<file path="src/hw/uart_mp_consts.svh">
// Purpose: offsets, field positions, reset values and timing counts of the serial port
// Assumes: included by bare name from the top module only
// Notes: definitions only
`ifndef UART_MP_CONSTS_SVH
`define UART_MP_CONSTS_SVH

// ------------------------------------------------------------
// register byte offsets
// ------------------------------------------------------------
`define OFS_CTRL 5'h00
`define OFS_TXBUF 5'h04
`define OFS_RXBUF 5'h08
`define OFS_STATUS 5'h0c
`define OFS_BAUD 5'h10
`define OFS_SMR4 5'h14

// ------------------------------------------------------------
// reset values
// ------------------------------------------------------------
`define CTRL_RST 12'h000
`define BAUD_RST 16'h001f
`define SMR4_RST 4'h0
`define TXBUF_RST 9'h000

// ------------------------------------------------------------
// field positions
// ------------------------------------------------------------
`define CTRL_W 12
`define TXB_MARKER 8
`define RXB_MARKER 8
`define RXB_OVR 9
`define RXB_FER 10
`define RXB_PER 11
`define ST_TXVAC 0
`define ST_RXFULL 1
`define ST_TXIDLE 2
`define ST_OVR 3

// ------------------------------------------------------------
// timing counts: phase positions in basic-clock ticks, frame lengths and bit indices in bits
// ------------------------------------------------------------
`define HALF_PHASE 4'd7
`define FULL_PHASE 4'd15
`define SYNC_BITS 4'd8
`define ASYNC_LEN_MP 4'd11
`define ASYNC_LEN 4'd10
`define RX_STOP_MP 4'd10
`define RX_STOP 4'd9
`define RX_NINTH 4'd9

`endif

</file>
<file path="src/hw/uart_mp_pkg.sv">
// Purpose: types shared by the serial port files
// Assumes: constants come from the guarded header
// Notes: control word is laid out with transmit enable at bit 0
package uart_mp_pkg;

  // ------------------------------------------------------------
  // control register layout
  // ------------------------------------------------------------
  typedef struct packed {
    logic parity_odd;
    logic parity_en;
    logic cts_enable;
    logic rts_enable;
    logic clock_edge_polarity;
    logic ext_clock;
    logic sync_mode;
    logic rx_noise_filter_enable;
    logic addr_wait_enable;
    logic mp_format;
    logic rx_on_bit;
    logic transmit_enable;
  } ctrl_t;

  // one received word with its side bits
  typedef struct packed {
    logic [7:0] data;
    logic ninth;
    logic fer;
    logic per;
  } rx_word_t;

  typedef enum logic {ENG_IDLE, ENG_RUN} eng_state_t;
  typedef enum logic {RX_IDLE, RX_RUN} rx_state_t;

endpackage

</file>
<file path="src/hw/rx_noise_filter.sv">
// Purpose: three-latch agreement filter on the receive line
// Assumes: din already synchronised to clk
// Notes: output changes only when all three samples agree
`timescale 1ns/1ps
module rx_noise_filter (
  // clock and reset
  input wire logic clk,
  input wire logic arst_n,
  input wire logic ce,
  // sample strobe and data
  input wire logic sample,
  input wire logic din,
  output logic dout
);
  logic [2:0] lat_q;

  // ------------------------------------------------------------
  // cascaded latches, stepped on the 16x tick
  // ------------------------------------------------------------
  genvar g;
  generate
    for (g = 0; g < 3; g++) begin : g_lat
      always_ff @(posedge clk or negedge arst_n) begin
        if (!arst_n) begin
          lat_q[g] <= 1'b1;
        end else if (ce && sample) begin
          lat_q[g] <= (g == 0) ? din : lat_q[(g == 0) ? 0 : g - 1];
        end
      end
    end
  endgenerate

  // agreement detector; short glitches never reach dout
  always_ff @(posedge clk or negedge arst_n) begin
    if (!arst_n) begin
      dout <= 1'b1;
    end else if (ce && ((&lat_q) || !(|lat_q))) begin
      dout <= lat_q[0];
    end
  end
endmodule

</file>
<file path="src/hw/uart_mp_top.sv">
// Purpose: serial port with multiprocessor addressing, rx noise filter, clock-synchronous mode
// Assumes: Avalon-MM slave, one wait cycle per access; pins are asynchronous to clk
// Notes: basic clock tick is clk/(baud+1); one bit lasts sixteen ticks
//
// The placing of the registers and register access over Avalon-MM were chosen for this implementation.
`timescale 1ns/1ps
`include "uart_mp_consts.svh"
module uart_mp_top import uart_mp_pkg::*; #(
  parameter int DIV_W = 16
) (
  // clock, reset, enable
  input wire logic clk,
  input wire logic arst_n,
  input wire logic ce,
  // avalon-mm slave
  input wire logic [4:0] address,
  input wire logic read,
  input wire logic write,
  input wire logic [3:0] byteenable,
  input wire logic [31:0] writedata,
  output logic [31:0] readdata,
  output logic waitrequest,
  // serial data pins
  input wire logic serial_rx_pin,
  output logic serial_tx_pin,
  // transfer clock pin, two-way
  input wire logic transfer_clock_in,
  output logic transfer_clock_out,
  output logic transfer_clock_oe,
  // handshake pins, active low
  input wire logic clear_in_pin,
  output logic ready_out_pin
);

  // ------------------------------------------------------------
  // helpers
  // ------------------------------------------------------------
  // byte-lane merge, used by every writable register
  function automatic logic [31:0] lane_merge(input logic [31:0] old_v, input logic [31:0] new_v,
                                             input logic [3:0] be);
    logic [31:0] r;
    r = old_v;
    for (int i = 0; i < 4; i++) begin
      if (be[i]) begin
        r[i*8 +: 8] = new_v[i*8 +: 8];
      end
    end
    return r;
  endfunction

  // parity bit for a data byte; used by transmitter and receiver
  function automatic logic par_of(input logic [7:0] d, input logic odd);
    return (^d) ^ odd;
  endfunction

  ctrl_t ctrl_q;
  logic [DIV_W-1:0] baud_q;
  logic [DIV_W-1:0] baud_cnt_q;
  logic [3:0] smr4_q;
  logic [8:0] txbuf_q;
  logic vacant_q;
  logic [7:0] rxbuf_q;
  logic marker_q, ovr_q, fer_q, per_q, rx_full_q;
  logic tick_q;
  logic rx_s1_q, rx_s2_q, ck_s1_q, ck_s2_q, ck_s3_q, cts_s1_q, cts_s2_q;
  logic rx_filt, rx_line;
  logic [31:0] rd_val;
  logic wr_take, rd_take;
  logic sync_on, ext_on, mp_on, ninth_on, ck_idle, can_start, tx_load;
  logic shift_edge, sample_edge, sdone, arx_done, rx_done, clr_addr_wait;
  rx_word_t rx_res;
  eng_state_t eng_q;
  logic [10:0] sh_q;
  logic [3:0] cnt_q, len_q, phase_q;
  logic sclk_q, txbit_q;
  logic xfer_started_q;
  logic [7:0] rsh_q;
  rx_state_t rxs_q;
  logic [3:0] rcnt_q, rphase_q;
  logic [7:0] rdat_q;
  logic rninth_q;
  logic [3:0] stop_idx;

  // ------------------------------------------------------------
  // bus slave
  // ------------------------------------------------------------
  assign wr_take = write && !waitrequest;
  assign rd_take = read && !waitrequest;

  // one wait cycle, then a single low cycle that completes the access
  always_ff @(posedge clk or negedge arst_n) begin
    if (!arst_n) begin
      waitrequest <= 1'b1;
    end else if (ce) begin
      waitrequest <= !((read || write) && waitrequest);
    end
  end

  // read mux; unmapped offsets read as zero
  always_comb begin
    rd_val = 32'h0000_0000;
    if (address == `OFS_CTRL) begin
      rd_val = {20'h00000, ctrl_q};
    end else if (address == `OFS_TXBUF) begin
      rd_val = {23'h000000, txbuf_q};
    end else if (address == `OFS_RXBUF) begin
      rd_val = {20'h00000, per_q, fer_q, ovr_q, marker_q, rxbuf_q};
    end else if (address == `OFS_STATUS) begin
      rd_val = {28'h0000000, ovr_q, eng_q == ENG_IDLE, rx_full_q, vacant_q};
    end else if (address == `OFS_BAUD) begin
      rd_val = 32'(baud_q);
    end else if (address == `OFS_SMR4) begin
      rd_val = {28'h0000000, smr4_q};
    end
  end

  // read data is captured as waitrequest drops and stands for that cycle
  always_ff @(posedge clk or negedge arst_n) begin
    if (!arst_n) begin
      readdata <= 32'h0000_0000;
    end else if (ce && read && waitrequest) begin
      readdata <= rd_val;
    end
  end

  // ------------------------------------------------------------
  // software registers
  // ------------------------------------------------------------
  // control; a software write beats the hardware clear of address-wait
  always_ff @(posedge clk or negedge arst_n) begin
    if (!arst_n) begin
      ctrl_q <= `CTRL_RST;
    end else if (ce) begin
      if (wr_take && address == `OFS_CTRL) begin
        ctrl_q <= ctrl_t'(12'(lane_merge(32'({20'h00000, ctrl_q}), writedata, byteenable)));
      end else if (clr_addr_wait) begin
        ctrl_q.addr_wait_enable <= 1'b0;
      end
    end
  end

  // baud divisor and two-wire condition bits (stored for software only)
  always_ff @(posedge clk or negedge arst_n) begin
    if (!arst_n) begin
      baud_q <= DIV_W'(`BAUD_RST);
      smr4_q <= `SMR4_RST;
    end else if (ce && wr_take) begin
      if (address == `OFS_BAUD) begin
        baud_q <= DIV_W'(lane_merge(32'(baud_q), writedata, byteenable));
      end else if (address == `OFS_SMR4) begin
        smr4_q <= 4'(lane_merge({28'h0000000, smr4_q}, writedata, byteenable));
      end
    end
  end

  // transmit buffer with marker bit; a write in the load cycle keeps it full
  always_ff @(posedge clk or negedge arst_n) begin
    if (!arst_n) begin
      txbuf_q <= `TXBUF_RST;
      vacant_q <= 1'b1;
    end else if (ce) begin
      if (tx_load) begin
        vacant_q <= 1'b1;
      end
      if (wr_take && address == `OFS_TXBUF) begin
        txbuf_q <= 9'(lane_merge({23'h000000, txbuf_q}, writedata, byteenable));
        vacant_q <= 1'b0;
      end
    end
  end

  // ------------------------------------------------------------
  // basic clock and pin synchronisers
  // ------------------------------------------------------------
  // tick at sixteen times the bit rate
  always_ff @(posedge clk or negedge arst_n) begin
    if (!arst_n) begin
      baud_cnt_q <= '0;
      tick_q <= 1'b0;
    end else if (ce) begin
      tick_q <= (baud_cnt_q >= baud_q);
      baud_cnt_q <= (baud_cnt_q >= baud_q) ? '0 : baud_cnt_q + DIV_W'(1);
    end
  end

  // two flops per pin; ck_s3 only feeds the edge detector
  always_ff @(posedge clk or negedge arst_n) begin
    if (!arst_n) begin
      {rx_s1_q, rx_s2_q} <= 2'h3;
      {ck_s1_q, ck_s2_q, ck_s3_q} <= 3'h7;
      {cts_s1_q, cts_s2_q} <= 2'h3;
    end else if (ce) begin
      {rx_s1_q, rx_s2_q} <= {serial_rx_pin, rx_s1_q};
      {ck_s1_q, ck_s2_q, ck_s3_q} <= {transfer_clock_in, ck_s1_q, ck_s2_q};
      {cts_s1_q, cts_s2_q} <= {clear_in_pin, cts_s1_q};
    end
  end

  rx_noise_filter u_filt (
    .clk(clk),
    .arst_n(arst_n),
    .ce(ce),
    .sample(tick_q),
    .din(rx_s2_q),
    .dout(rx_filt)
  );

  assign rx_line = ctrl_q.rx_noise_filter_enable ? rx_filt : rx_s2_q;

  // ------------------------------------------------------------
  // mode decode and transfer-clock edges
  // ------------------------------------------------------------
  assign sync_on = ctrl_q.sync_mode;
  assign ext_on = ctrl_q.ext_clock;
  assign mp_on = ctrl_q.mp_format && !sync_on;
  assign ninth_on = mp_on || ctrl_q.parity_en;
  assign ck_idle = (ck_s2_q == !ctrl_q.clock_edge_polarity);
  // start needs enable, loaded buffer, clear-to-send and an idle external clock
  assign can_start = ctrl_q.transmit_enable && !vacant_q && (!ctrl_q.cts_enable || !cts_s2_q)
                     && (!sync_on || !ext_on || ck_idle);
  assign tx_load = (eng_q == ENG_IDLE) && can_start;

  // polarity 0: shift on fall, sample on rise; polarity 1 swaps them
  always_comb begin
    if (ext_on) begin
      shift_edge = ctrl_q.clock_edge_polarity ? (ck_s2_q && !ck_s3_q) : (!ck_s2_q && ck_s3_q);
      sample_edge = ctrl_q.clock_edge_polarity ? (!ck_s2_q && ck_s3_q) : (ck_s2_q && !ck_s3_q);
    end else begin
      shift_edge = tick_q && (phase_q == `HALF_PHASE);
      sample_edge = tick_q && (phase_q == `FULL_PHASE);
    end
  end

  // ------------------------------------------------------------
  // transmit engine, also the synchronous shifter
  // ------------------------------------------------------------
  assign sdone = (eng_q == ENG_RUN) && sync_on && sample_edge && (cnt_q == len_q - 4'd1);

  always_ff @(posedge clk or negedge arst_n) begin
    if (!arst_n) begin
      eng_q <= ENG_IDLE;
      sh_q <= 11'h7ff;
      cnt_q <= 4'h0;
      len_q <= 4'h0;
      phase_q <= 4'h0;
      sclk_q <= 1'b1;
      txbit_q <= 1'b1;
      rsh_q <= 8'h00;
      xfer_started_q <= 1'b0;
    end else if (ce) begin
      case (eng_q)
        ENG_IDLE: begin
          xfer_started_q <= 1'b0;
          phase_q <= 4'h0;
          cnt_q <= 4'h0;
          sclk_q <= !ctrl_q.clock_edge_polarity;
          if (tx_load) begin
            eng_q <= ENG_RUN;
            if (sync_on) begin
              sh_q <= {3'h7, txbuf_q[7:0]};
              len_q <= `SYNC_BITS;
            end else if (mp_on) begin
              sh_q <= {1'b1, txbuf_q[`TXB_MARKER], txbuf_q[7:0], 1'b0};
              len_q <= `ASYNC_LEN_MP;
            end else if (ctrl_q.parity_en) begin
              sh_q <= {1'b1, par_of(txbuf_q[7:0], ctrl_q.parity_odd), txbuf_q[7:0], 1'b0};
              len_q <= `ASYNC_LEN_MP;
            end else begin
              sh_q <= {2'h3, txbuf_q[7:0], 1'b0};
              len_q <= `ASYNC_LEN;
            end
          end
        end
        ENG_RUN: begin
          if (sync_on) begin
            if (!ext_on && tick_q) begin
              phase_q <= phase_q + 4'd1;
            end
            if (shift_edge) begin
              txbit_q <= sh_q[0];
              xfer_started_q <= 1'b1;
              sclk_q <= ctrl_q.clock_edge_polarity;
            end
            if (sample_edge) begin
              rsh_q <= {rx_line, rsh_q[7:1]};
              sh_q <= {1'b1, sh_q[10:1]};
              sclk_q <= !ctrl_q.clock_edge_polarity;
              cnt_q <= cnt_q + 4'd1;
              if (cnt_q == len_q - 4'd1) begin
                eng_q <= ENG_IDLE;
              end
            end
          end else if (tick_q) begin
            phase_q <= phase_q + 4'd1;
            if (phase_q == `FULL_PHASE) begin
              sh_q <= {1'b1, sh_q[10:1]};
              cnt_q <= cnt_q + 4'd1;
              if (cnt_q == len_q - 4'd1) begin
                eng_q <= ENG_IDLE;
              end
            end
          end
        end
        default: eng_q <= ENG_IDLE;
      endcase
    end
  end

  // ------------------------------------------------------------
  // asynchronous receiver
  // ------------------------------------------------------------
  assign stop_idx = ninth_on ? `RX_STOP_MP : `RX_STOP;
  assign arx_done = (rxs_q == RX_RUN) && tick_q && (rphase_q == `HALF_PHASE) && (rcnt_q == stop_idx);

  // samples mid-bit; a start bit that is high again at mid-bit is dropped
  always_ff @(posedge clk or negedge arst_n) begin
    if (!arst_n) begin
      rxs_q <= RX_IDLE;
      rcnt_q <= 4'h0;
      rphase_q <= 4'h0;
      rdat_q <= 8'h00;
      rninth_q <= 1'b0;
    end else if (ce) begin
      case (rxs_q)
        RX_IDLE: begin
          rcnt_q <= 4'h0;
          rphase_q <= 4'h0;
          if (!sync_on && ctrl_q.rx_on_bit && tick_q && !rx_line) begin
            rxs_q <= RX_RUN;
          end
        end
        RX_RUN: begin
          if (tick_q) begin
            rphase_q <= rphase_q + 4'd1;
            if (rphase_q == `HALF_PHASE) begin
              rcnt_q <= rcnt_q + 4'd1;
              if (rcnt_q == 4'd0 && rx_line) begin
                rxs_q <= RX_IDLE;
              end else if (rcnt_q == stop_idx) begin
                rxs_q <= RX_IDLE;
              end else if (ninth_on && rcnt_q == `RX_NINTH) begin
                rninth_q <= rx_line;
              end else if (rcnt_q != 4'd0) begin
                rdat_q[3'(rcnt_q - 4'd1)] <= rx_line;
              end
            end
          end
        end
        default: rxs_q <= RX_IDLE;
      endcase
    end
  end

  // ------------------------------------------------------------
  // receive completion and buffer
  // ------------------------------------------------------------
  always_comb begin
    if (sync_on) begin
      rx_res = '{data: {rx_line, rsh_q[7:1]}, ninth: 1'b0, fer: 1'b0, per: 1'b0};
    end else begin
      rx_res = '{data: rdat_q, ninth: rninth_q, fer: !rx_line,
                 per: ctrl_q.parity_en && !mp_on && (rninth_q != par_of(rdat_q, ctrl_q.parity_odd))};
    end
  end

  assign rx_done = ctrl_q.rx_on_bit && (sdone || arx_done);
  assign clr_addr_wait = rx_done && mp_on && ctrl_q.addr_wait_enable && rx_res.ninth;

  // reading the buffer clears full and overrun; a completion in that cycle wins
  always_ff @(posedge clk or negedge arst_n) begin
    if (!arst_n) begin
      rxbuf_q <= 8'h00;
      marker_q <= 1'b0;
      ovr_q <= 1'b0;
      fer_q <= 1'b0;
      per_q <= 1'b0;
      rx_full_q <= 1'b0;
    end else if (ce) begin
      if (rd_take && address == `OFS_RXBUF) begin
        rx_full_q <= 1'b0;
        ovr_q <= 1'b0;
      end
      if (rx_done && !(mp_on && ctrl_q.addr_wait_enable && !rx_res.ninth)) begin
        rxbuf_q <= rx_res.data;
        marker_q <= mp_on && rx_res.ninth;
        if (rx_full_q && !(rd_take && address == `OFS_RXBUF)) begin
          ovr_q <= 1'b1;
        end else begin
          rx_full_q <= 1'b1;
          fer_q <= rx_res.fer;
          per_q <= rx_res.per;
        end
      end
    end
  end

  // ------------------------------------------------------------
  // pin drivers
  // ------------------------------------------------------------
  // ready stays low while a loaded word waits for the first clock edge, else the master would never clock
  always_ff @(posedge clk or negedge arst_n) begin
    if (!arst_n) begin
      ready_out_pin <= 1'b1;
      serial_tx_pin <= 1'b1;
      transfer_clock_out <= 1'b1;
      transfer_clock_oe <= 1'b0;
    end else if (ce) begin
      ready_out_pin <= !(sync_on && ext_on && ctrl_q.rts_enable && ctrl_q.rx_on_bit
                         && !rx_full_q && (eng_q == ENG_IDLE || !xfer_started_q));
      serial_tx_pin <= sync_on ? txbit_q : ((eng_q == ENG_RUN) ? sh_q[0] : 1'b1);
      transfer_clock_out <= sclk_q;
      transfer_clock_oe <= sync_on && !ext_on;
    end
  end

endmodule

</file>
<file path="config.mk">
export PLATFORM = sky130hd
export DESIGN_NAME = uart_mp_top
export DESIGN_NICKNAME = d
export VERILOG_FILES = /design/src/hw/uart_mp_pkg.sv /design/src/hw/rx_noise_filter.sv /design/src/hw/uart_mp_top.sv
export VERILOG_INCLUDE_DIRS = /design/src /design/src/hw
export SDC_FILE = /design/constraint.sdc
export NUM_CORES = 1
export LEC_CHECK = 0
export CORE_MARGIN = 1.5
export CORE_UTILIZATION = 55
export DETAILED_ROUTE_END_ITERATION = 6
export DONT_BUFFER_PORTS = 1
export GPL_TIMING_DRIVEN = 0
export HOLD_SLACK_MARGIN = 0.05
export MAX_ROUTING_LAYER = met4
export PLACE_DENSITY = 0.76
export SLEW_MARGIN = 25
export SYNTH_ARGS = -nofsm -noshare
export SYNTH_HDL_FRONTEND = slang
export SYNTH_SLANG_ARGS = --single-unit
</file>
<file path="constraint.sdc">
create_clock -name clk -period 6.2 [get_ports clk]
set_input_delay 0.62 -clock clk [delete_from_list [all_inputs] [get_ports clk]]
set_output_delay 0.62 -clock clk [all_outputs]
set_load 0.02 [all_outputs]
</file>
* Word level (Yosys, flattened, before mapping)
Cells that the tools add are included.
** Operators by class
- $add $sub $neg :: 7
- Multipliers :: 0
- Divide/modulo/power cells :: 0
- Order comparisons :: 3
- Equality and inequality tests :: 24
- Shifts and indexed selects :: 0
- Muxes and demuxes :: 76
- Bitwise operators :: 9
- Reductions and logical operators :: 109
** Operator list (count)
- $mux 32 :: 4
- $mux 11 :: 6
- $logic_and 1x1->1 :: 50
- $mux 4 :: 12
- $reduce_and 3->1 :: 14
- $mux 1 :: 36
- $mux 16 :: 2
- $pmux 4 s2 :: 4
- $mux 10 :: 3
- $pmux 11 s2 :: 1
- $logic_not 1->1 :: 19
- $add 16x1->16 const B :: 1
- $add 4x1->4 const B :: 4
- $ge 16x16->1 :: 1
- $reduce_and 4->1 :: 4
- $reduce_xor 8->1 :: 2
- $eq 5x4->1 const B :: 2
- $eq 5x5->1 const B :: 2
- $ne 2x2->1 const B :: 5
- $ne 3x3->1 const B :: 3
- $bwmux 8 :: 1
- $eq 4x3->1 const B :: 2
- $eq 4x4->1 :: 2
- $eq 4x4->1 const B :: 2
- other kinds (24) :: 46
** Storage, ports and cells
- Flip-flop bits (word level) :: 173
- Bits in latches :: 0
- Memory bits (writable) :: 0
- Memory bits (read-only) :: 0
- Output and inout bits :: 37
- Word-level logic and storage cells :: 285
- Memories :: 0

* Longest topological paths before layout
Gate-level depths: netlist of the first run.
- Depth after elaboration :: 13
- Mapped depth :: 9
- Mapped depth without buffers :: 8

* Hierarchy
A second synthesis of the first run with hierarchy kept.
** Unflattened totals
- Cells, all modules :: 787
- Area, all modules :: 8166.6 um^2
** By module, submodules not included
- uart_mp_top :: times used 1, cells each 775, area an instance 7997.7 um^2, sequential area each 3789.9 um^2
- rx_noise_filter :: times used 1, cells each 12, area an instance 168.9 um^2, sequential area each 105.1 um^2

* Least setup slack after synthesis of the first run
No wires, ideal clock.
- Path type :: input-to-reg
- Start point :: input port ce
- End point :: register rdat_q[3]
- Library setup time :: 0.125 ns
- Data arrival time :: 2.367 ns
- Slack :: 3.708 ns
- Cell stages on the path :: 6
- Path buffers :: 1
- Path through :: clkbuf_1 -> inv_1 -> or4_1 -> or3_1 -> nor3_1 -> mux2_2
** Between the ends
- Cells in the longest elaborated chain, start to end :: 1
** Ends and longest elaborated chain
- start, declared :: line uart_mp_top.sv:14 : input wire logic ce,
- $reduce_and 8->1 (no source line)
- end signal, assigned by index :: line uart_mp_top.sv:344 : rdat_q[3'(rcnt_q - 4'd1)] <= rx_line;
- end, declared :: line uart_mp_top.sv:80 : logic [7:0] rdat_q;
No other way between the ends.
A chain may end at the register's enable or synchronous reset.

* Worst setup path after layout of the first run
- Start point :: input port ce
- End point :: register rdat_q[7]
The elaborated chain is that of the path after synthesis.

==> summary.md, run 1 <==
| Metric | Value |
|---|---|
| Outcome | `finished, final reports clean` |
| Post-synthesis compound-gate area fraction | `0.114` |
| H-tree levels | `4` |
| Hold Crit Class | `input pin to async pin` |
| Initial core utilization | `0.572` |
| Kind of critical path | `input pin to flop` |
| Simple logic cell fraction of the synthesized area | `0.145` |
| Max-capacitance violation count | `0` |
| Number of global-route vias before repair | `5980` |
| Met3 Use GR | `0.0632` |
| Clock Pin Slew Worst Setup and Hold Paths | `approximately 60 ps` |
| Max stage delay on crit path | `590 ps` |
| Power per cell area | `304 mW/mm²` |
| Lkg Pwr | `between 4 and 5 nW` |
| Post-Syn Area | `roughly 0.008 mm²` |
| Mean Syn Cell Area | `around 10 µm²` |
| Fin. max-slew vios | `0` |
| Main synth FF type | `dfrtp_1` |
| Fin. Hold Viols | `0` |
| Number of flops mapped to enable cells by yosys | `0` |
| Inst Count DP | `between 900 and 1000` |
| Most Crowded Layer GR | `met2` |
| Detailed-route wire length | `between 15000 and 20000 µm` |
| Finish-stage setup viols | `0` |
| CTS root buf | `clkbuf_16` |
| Gr ovfl total | `0` |
| Post-synthesis cell type count | `61` |
| Die width | `124 µm` |
| Vias per cell | `around 5.9` |
| CTS buffer count | `17` |
| CTS sink cnt | `154` |
| Post-route setup TNS | `0 ps` |
| TritonCTS clock tree | `built` |
| CP max FO | `9` |
| Full die area | `approximately 0.015 mm²` |
| Yosys warnings | `0` |
| Clock latency on the worst-skew pair | `about 440 ps` |
| Commonest cells after routing, fill and taps aside | `dfrtp_1, nand2_1, o21ai_0, mux2_2, nor2_1` |
| Largest family of logic cells by synthesized area | `simple AND/OR/NAND/NOR gates` |
| DRT Pass-1 Iters | `5` |
| DIE HEIGHT | `~120 µm` |
| Share of cells above drive strength 1 | `0.175` |
| Req. time, crit path | `about 6500 ps` |
| Worst-margin pin slew | `about 1100 ps` |
| Final Cycle Share | `0.421` |
| Area Overhead vs Synth | `11.5%` |
| Reg2Reg Capture Point | `rdat_q[7]$_DFFE_PN0P_` |
| Slew headroom | `0.263` |
| Mux cell area share after synthesis | `0.123` |
| Max Freq | `~0.38 GHz` |
| I/O Buffers | `0` |
| Power, Total | `0.00272 W` |
| Ant. Diodes | `0` |
| Fillers | `about 1100` |
| Minimum clock period | `between 2000 and 3000 ps` |
| R2R cell count | `7` |
| Top Family by Delay on Critical Path | `simple AND/OR/NAND/NOR gates` |
| Core area | `around 0.014 mm²` |
| Seq/Total Area, Yosys | `0.485` |
| Routed WL per cell | `roughly 19 µm` |
| Number of remaining DRC errors | `0` |
| Row count | `43` |
| Critical R2R Launch | `rcnt_q[0]$_DFFE_PN0P_` |
| Critical-path cell list | `clkbuf_1 > inv_1 > or4_1 > or3_1 > nor3_1 > mux2_2` |
| Worst path bufs/invs | `2` |
| M1 GR Usage | `0.354` |
| Initial antenna violation count | `0` |
| Slowest CP cell | `or4_1` |
| Met2 global-route usage | `0.443` |
| Startpoint class of the critical path | `input pin` |
| # nets final | `908` |
| Post-CTS resize count | `0` |
| GRT Total Usage | `0.284` |
| Unrepaired setup endpoints after global routing | `false` |
| Antenna Nets Post-Route | `0` |
| Detailed Place HPWL | `14400 µm` |
| Asr flop ratio synth | `1.00` |
| Xor and xnor area share after synthesis | `0.0447` |
| Vias | `approximately 6100` |
| Max Root-Sink Buffers | `2` |
| Fin Clk Skew | `roughly 12 ps` |
| Starting DRT DRC Count | `about 390` |
| Commonest non-fill, non-tap cell in the layout | `dfrtp_1` |
| CP arrival | `2930 ps` |
| Post-Synthesis Cells | `between 700 and 800` |
| Largest net degree at the start of global routing | `roughly 150` |
| Fin cells | `around 1000` |
| CP endpoint kind | `flop` |
| Worst vdd ir | `~0.00021 V` |
| First-pass GRT wire length | `between 30000 and 40000 µm` |
| Adder-cell share of the synthesized area | `0.0390` |
| Top Ports | `86` |
| Synth Register Bits | `~150` |
| RePlAce Congestion | `0.954` |
| Setup slack, reg-to-reg | `between 3000 and 4000 ps` |
## per-stage QoR
step | area (µm²) | hold slack (ps) | worst slack [ps] | utilization
6_report | 8950 | 182 | 3590 | 0.638
5_1_grt | 8950 | 202 | 3380 | 0.638
4_1_cts | 8950 | 226 | 3630 | 0.638
3_5_place_dp | 8310 | 332 | 3190 | 0.592
3_3_place_gp | 8310 | 332 | 3190 | 0.592
2_1_floorplan | 8090 | 324 | 3710 | -
## sequential cells by signal, indices dropped and copies added, names as in the netlist, 3 cells and up
| signal | count |
|---|---|
| rxbuf_q | 8 |
| u_filt.lat_q | 3 |
| ctrl_q | 10 |
| cnt_q | 4 |
| len_q | 3 |
| smr4_q | 4 |
| baud_q | 16 |
| phase_q | 4 |
| rsh_q | 7 |
| baud_cnt_q | 16 |
| sh_q | 10 |
| rdat_q | 8 |
| txbuf_q | 9 |
| readdata | 16 |
| rphase_q | 4 |
| rcnt_q | 4 |
## worst register-to-register path: cells and delay by family, from the launching register on
family | cells | cell delay (ps)
adder cells (fa/ha/maj) | 1 | 200
buffers and inverters | 1 | 120
flip-flops | 1 | 470
multiplexers | 1 | 350
AND/OR/NAND/NOR | 4 | 1310
## area by class of cell
| cell class | instances | area (µm²) | area share |
|---|---|---|---|
| multi-input cells | 572 | 3800 | 0.425 |
| flip-flops and latches | 154 | 3890 | 0.435 |
| inverters | 33 | 124 | 0.0138 |
| well taps | 180 | 225 | 0.0252 |
| clock buffers | 20 | 457 | 0.0510 |
| clock inverters | 12 | 148 | 0.0165 |
| repair buffers | 2 | 37.5 | 0.00419 |
| plain buffers | 54 | 267 | 0.0298 |
## logic make-up (layout without fill, tap and decap cells)
| group | after synthesis | after routing |
|---|---|---|
| compound gates | 148 | 148 |
| mux | 90 | 90 |
| fa+ha+maj | 25 | 25 |
| flops | 154 | 154 |
| xor+xnor | 41 | 41 |
| other cells | 1 | 16 |
| buf+inv | 87 | 121 |
| simple gates | 252 | 252 |
## cells in the mapped netlist, types with 2 or more instances
master     instances  area (µm²)
nor4_1             2        12.5
nor2b_1            8        50.1
a21o_1             4        30.0
nor3b_1            4        30.0
nand2_1          115         432
mux2i_1           28         280
ha_1              25         313
nor2_1            48         180
o21ai_0           66         330
xor2_1            16         140
o211a_1            2        20.0
o31ai_1            6        45.0
nor4bb_1           2        20.0
and2_1             2        12.5
nand2b_1           3        18.8
mux2_4             2        30.0
o22ai_1            5        31.3
xnor2_1           25         219
a22o_1             8        70.1
a21oi_1           24         120
and3_1            12        75.1
buf_1              5        18.8
dfstp_2           33         867
or3_1              2        12.5
inv_1             33         124
nand4_1           12        75.1
nand3b_1           2        15.0
mux2_2            60         676
a31oi_1            5        31.3
and4_1             2        17.5
dfrtp_1          121        3030
a221oi_1           6        52.6
buf_4             16         120
buf_2              3        15.0
nand3_1           18        90.1
a211oi_1           4        30.0
nor3_1            12        60.1
a22oi_1            2        15.0
o2bb2ai_1          4        35.0
clkbuf_1          30         113
## worst max path at each step
stage | from | endpoint | slack [ps] | depth (start not counted)
floorplan | ce | rdat_q[3]$_DFFE_PN0P_ | 3710 | 6
global placement | ce | rdat_q[3]$_DFFE_PN0P_ | 3190 | 6
detailed placement | ce | rdat_q[3]$_DFFE_PN0P_ | 3190 | 6
CTS | ce | rdat_q[7]$_DFFE_PN0P_ | 3630 | 6
global route | baud_cnt_q[13]$_DFFE_PN0P_ | baud_cnt_q[11]$_DFFE_PN0P_ | 3380 | 8
finish | ce | rdat_q[7]$_DFFE_PN0P_ | 3590 | 6
## where the power goes
group / switching [W] / leakage, nW / internal [W] / total (W)
Sequential: 0.000113 / 1.93 / 0.00114 / 0.00125
Clock: 0.000414 / 0.296 / 0.000651 / 0.00106
Combinational: 0.000235 / 1.94 / 0.000165 / 0.000400
Total: 0.000762 / 4.17 / 0.00196 / 0.00272
## routing by layer
metal  wire length (µm)  part of all wire
met2               9350              0.47
met1               8390              0.42
met4                694             0.035
met5                  0                 0
met3               1410             0.071
## repair_timing
item                      in CTS  in global routing
hold endpoints to repair     148                  0
setup buffers                  0                  0
hold buffers                   2                  0
(Power assumes the default switching activity.)
==> run 2: changes to the inputs <==
Settings changed: ABC_AREA set to 1, PLACE_DENSITY 0.76 to 0.79.
Clock period 6.2 ns to 2.2 ns, I/O delays scaled along.
==> run 2 against run 1 <==
  * Via count increased by 16%
  * Combinational power up 130%
  * The run now ends with hold timing left
  * Synthesized cell count rose by 28%
  * Critical path type is now flop to flop
==> summary.md, run 2 <==
| Metric | Value |
|---|---|
| Cts hold-fix bufs | `18 (+16)` |
| Share of cells above drive strength 1 | `0.126 (-0.0488)` |
| Setup slack, reg-to-reg | `130 ps (-3500 ps)` |
| Startpoint class of the critical path | `flop` |
| Routed WL per cell | `16.4 µm (-15%)` |
| Number of flops mapped to enable cells by yosys | `0 (unchanged)` |
| Power per cell area | `785 mW/mm² (+160%)` |
| Fin. Hold Viols | `154 (+154)` |
| CP arrival | `2390 ps (-540 ps)` |
| Synth top area share | `0.368 (-0.00906)` |
| DIE HEIGHT | `125 µm (+1.2%)` |
| Post-synth top area cell | `dfrtp_1` |
| Clock Pin Slew Worst Setup and Hold Paths | `60 ps (about the same)` |
| Die width | `125 µm (+1.2%)` |
| Gr ovfl total | `0 (unchanged)` |
| Kind of critical path | `flop to flop` |
| Fin Hold WS | `-515 ps (-698 ps)` |
| Commonest non-fill, non-tap cell in the layout | `nand2_1` |
| Worst-margin pin slew | `690 ps (-406 ps)` |
| Max Root-Sink Buffers | `2 (unchanged)` |
| CTS sink cnt | `154 (unchanged)` |
| Core area | `0.0146 mm² (+3.9%)` |
| Post-synthesis cell type count | `46 (-25%)` |
| Number of remaining DRC errors | `0 (unchanged)` |
| CTS buffer count | `17 (unchanged)` |
| Fillers | `1181 (+6.0%)` |
| Req. time, crit path | `2520 ps (-4000 ps)` |
| First-pass GRT wire length | `33800 µm (+7.7%)` |
| Worst setup path startpoint | `baud_q[15]$_DFFE_PN0P_` |
| Last element of the critical path | `baud_cnt_q[4]$_DFFE_PN0P_` |
| Mean Syn Cell Area | `8.04 µm² (-20%)` |
| Final Cycle Share | `0.943` |
| Detailed-route wire length | `20900 µm (+5.2%)` |
| Vias per cell | `5.56 (-6.2%)` |
| GRT Total Usage | `0.282 (-0.00135)` |
| Initial antenna violation count | `0 (unchanged)` |
| Slew headroom | `0.536 (+0.273)` |
| Hold Crit Class | `input pin to async pin` |
| CTS root buf | `clkbuf_16` |
| Clock latency on the worst-skew pair | `430 ps (about the same)` |
| Fin Clk Skew | `7.06 ps (-4.95 ps)` |
| Antenna Nets Post-Route | `0 (unchanged)` |
| Top Ports | `86 (unchanged)` |
| Initial core utilization | `0.564 (-0.00788)` |
| Synth top area cells | `dfrtp_1, nand2_1, dfstp_2` |
| Worst vdd ir | `0.000563 V (+170%)` |
| Commonest cells after routing, fill and taps aside | `nand2_1, inv_1, dfrtp_1, o21ai_0, nor2_1` |
| Lkg Pwr | `4.46 nW (+7.1%)` |
| CP endpoint kind | `flop` |
| Largest net degree at the start of global routing | `155 (+4.0%)` |
| Synth Register Bits | `154 (unchanged)` |
| Count leader, synth | `nand2_1` |
| Full die area | `0.0157 mm² (+2.4%)` |
| Finish-stage setup viols | `0 (unchanged)` |
| Detailed Place HPWL | `14800 µm (+3.1%)` |
| Design Area, Final | `0.00933 mm² (+4.2%)` |
| Post-Syn Area | `0.00823 mm² (+2.5%)` |
| Largest registers | `baud_cnt_q x16, baud_q x16, readdata x16` |
| Post-Synthesis Cells | `1024 (+28%)` |
| Commonest cells post-synth | `nand2_1, inv_1, dfrtp_1` |
| Violated checks | `hold timing` |
| TritonCTS clock tree | `built` |
| Total setup buffers inserted after CTS | `0 (unchanged)` |
| Fin. max-slew vios | `0 (unchanged)` |
| Placed inst area | `0.00851 mm² (+2.4%)` |
| Fin cells | `1272 (+24%)` |
| Vias | `7078 (+16%)` |
| Max-capacitance violation count | `0 (unchanged)` |
| Starting DRT DRC Count | `743 (+89%)` |
| Number of global-route vias before repair | `6677 (+12%)` |
| Yosys warnings | `0 (unchanged)` |
| Outcome | `complete, but fails checks` |
| Ant. Diodes | `0 (unchanged)` |
| H-tree levels | `4 (unchanged)` |
| Seq/Total Area, Yosys | `0.473 (-0.0117)` |
| R2R cell count | `12 (+5)` |
| Asr flop ratio synth | `1.00 (unchanged)` |
| RePlAce Congestion | `0.980 (+2.7%)` |
| Row count | `44 (+2.3%)` |
| # nets final | `1149 (+27%)` |
| Reg2Reg Capture Point | `baud_cnt_q[4]$_DFFE_PN0P_` |
| Critical R2R Launch | `baud_q[15]$_DFFE_PN0P_` |
| Max Freq | `between 0.4 and 0.5 GHz` |
| DRT Pass-1 Iters | `5 (unchanged)` |
| I/O Buffers | `0 (unchanged)` |
| Minimum clock period | `slightly above 2000 ps` |
| Inst Count DP | `1223 (+23%)` |
| CP max FO | `10 (+1)` |
| Area Overhead vs Synth | `13.4%` |
| Main synth FF type | `dfrtp_1` |
## run 2: cell count changes after synthesis, sizes merged, moves of 12 or more
cell    before  now
nand2      115  283
inv         33  134
mux2        62    0
and3        12    0
xnor2       25    9
a21oi       24   51
clkbuf      30   11
nor2        48   86
o21ai       66  111
nand3       18   39
mux2i       28    3
## run 2: metal layers
| layer | up-vias | GRT usage | wire length (µm) |
|---|---|---|---|
| li1 | 3391 | - | - |
| met1 | 3353 | 0.364 | 9070 |
| met2 | 274 | 0.433 | 9670 |
| met3 | 60 | 0.0633 | 1420 |
| met4 | 0 | 0.116 | 720 |
| met5 | - | - | 0 |
## run 2: area by class of cell
class                      instances  area, µm²  share of cell area
clock inverter                    13        166              0.0178
tap                              184        230              0.0247
inverter                         135        509              0.0546
sequential                       154       3900               0.418
buffer                            40        255              0.0274
clock buffer                      19        453              0.0485
timing repair buffer              18        180              0.0193
multi-input combinational        709       3640               0.390
## run 2: worst min path at each step
stage,endpoint
after floorplan,baud_cnt_q[0]$_DFFE_PN0P_
after global placement,rphase_q[0]$_DFFE_PN0P_
after detailed placement,rphase_q[3]$_DFFE_PN0P_
after CTS,rphase_q[3]$_DFFE_PN0P_
after global routing,rdat_q[6]$_DFFE_PN0P_
final,rphase_q[3]$_DFFE_PN0P_
## run 2: cell families after synthesis
kind of cell | Yosys count | synth area share
and+or+nand+nor | 439 | 0.224
AOI/OAI and AO/OA | 200 | 0.140
buffers and inverters | 176 | 0.0931
DFF | 154 | 0.473
xor gates and xnor gates | 26 | 0.0277
adders and majority gates | 25 | 0.0380
muxes | 3 | 0.00365
other | 1 | 0.000456
## run 2: timing repair
| action | 4_1_cts | 5_1_grt |
|---|---|---|
| endpoints found under the hold margin | 183 | 154 |
| gates resized for setup | 0 | 8 |
| endpoints found under the setup margin | 0 | 17 |
## run 2: power breakdown
part	leakage (nW)	switching, W	total, W	internal [W]
clock	0.296	0.00120	0.00305	0.00185
sequential	1.93	0.000255	0.00333	0.00308
combinational	2.24	0.000572	0.000939	0.000367
## run 2: worst max-delay path: stages (launching register included)
cell and delay (ps):
dfrtp_1 370, inv_1 110, ha_1 330, nand2_1 60, inv_1 60, nand3_1 110
nor3_2 190, nand3_1 120, nand3_2 120, nand2_2 80, inv_1 160, buf_4 210
nor2_1 60
## run 2: through the flow
stage	utilization	TNS, ps	setup WS, ps	total power, W
final	0.640	0	126	0.00732
after global routing	0.640	-76.9	-22.6	0.00759
after CTS	0.638	0	17.9	0.00730
after detailed placement	0.584	0	33.8	0.00426
after global placement	0.584	0	117	0.00423
after floorplan	-	0	349	0.00402
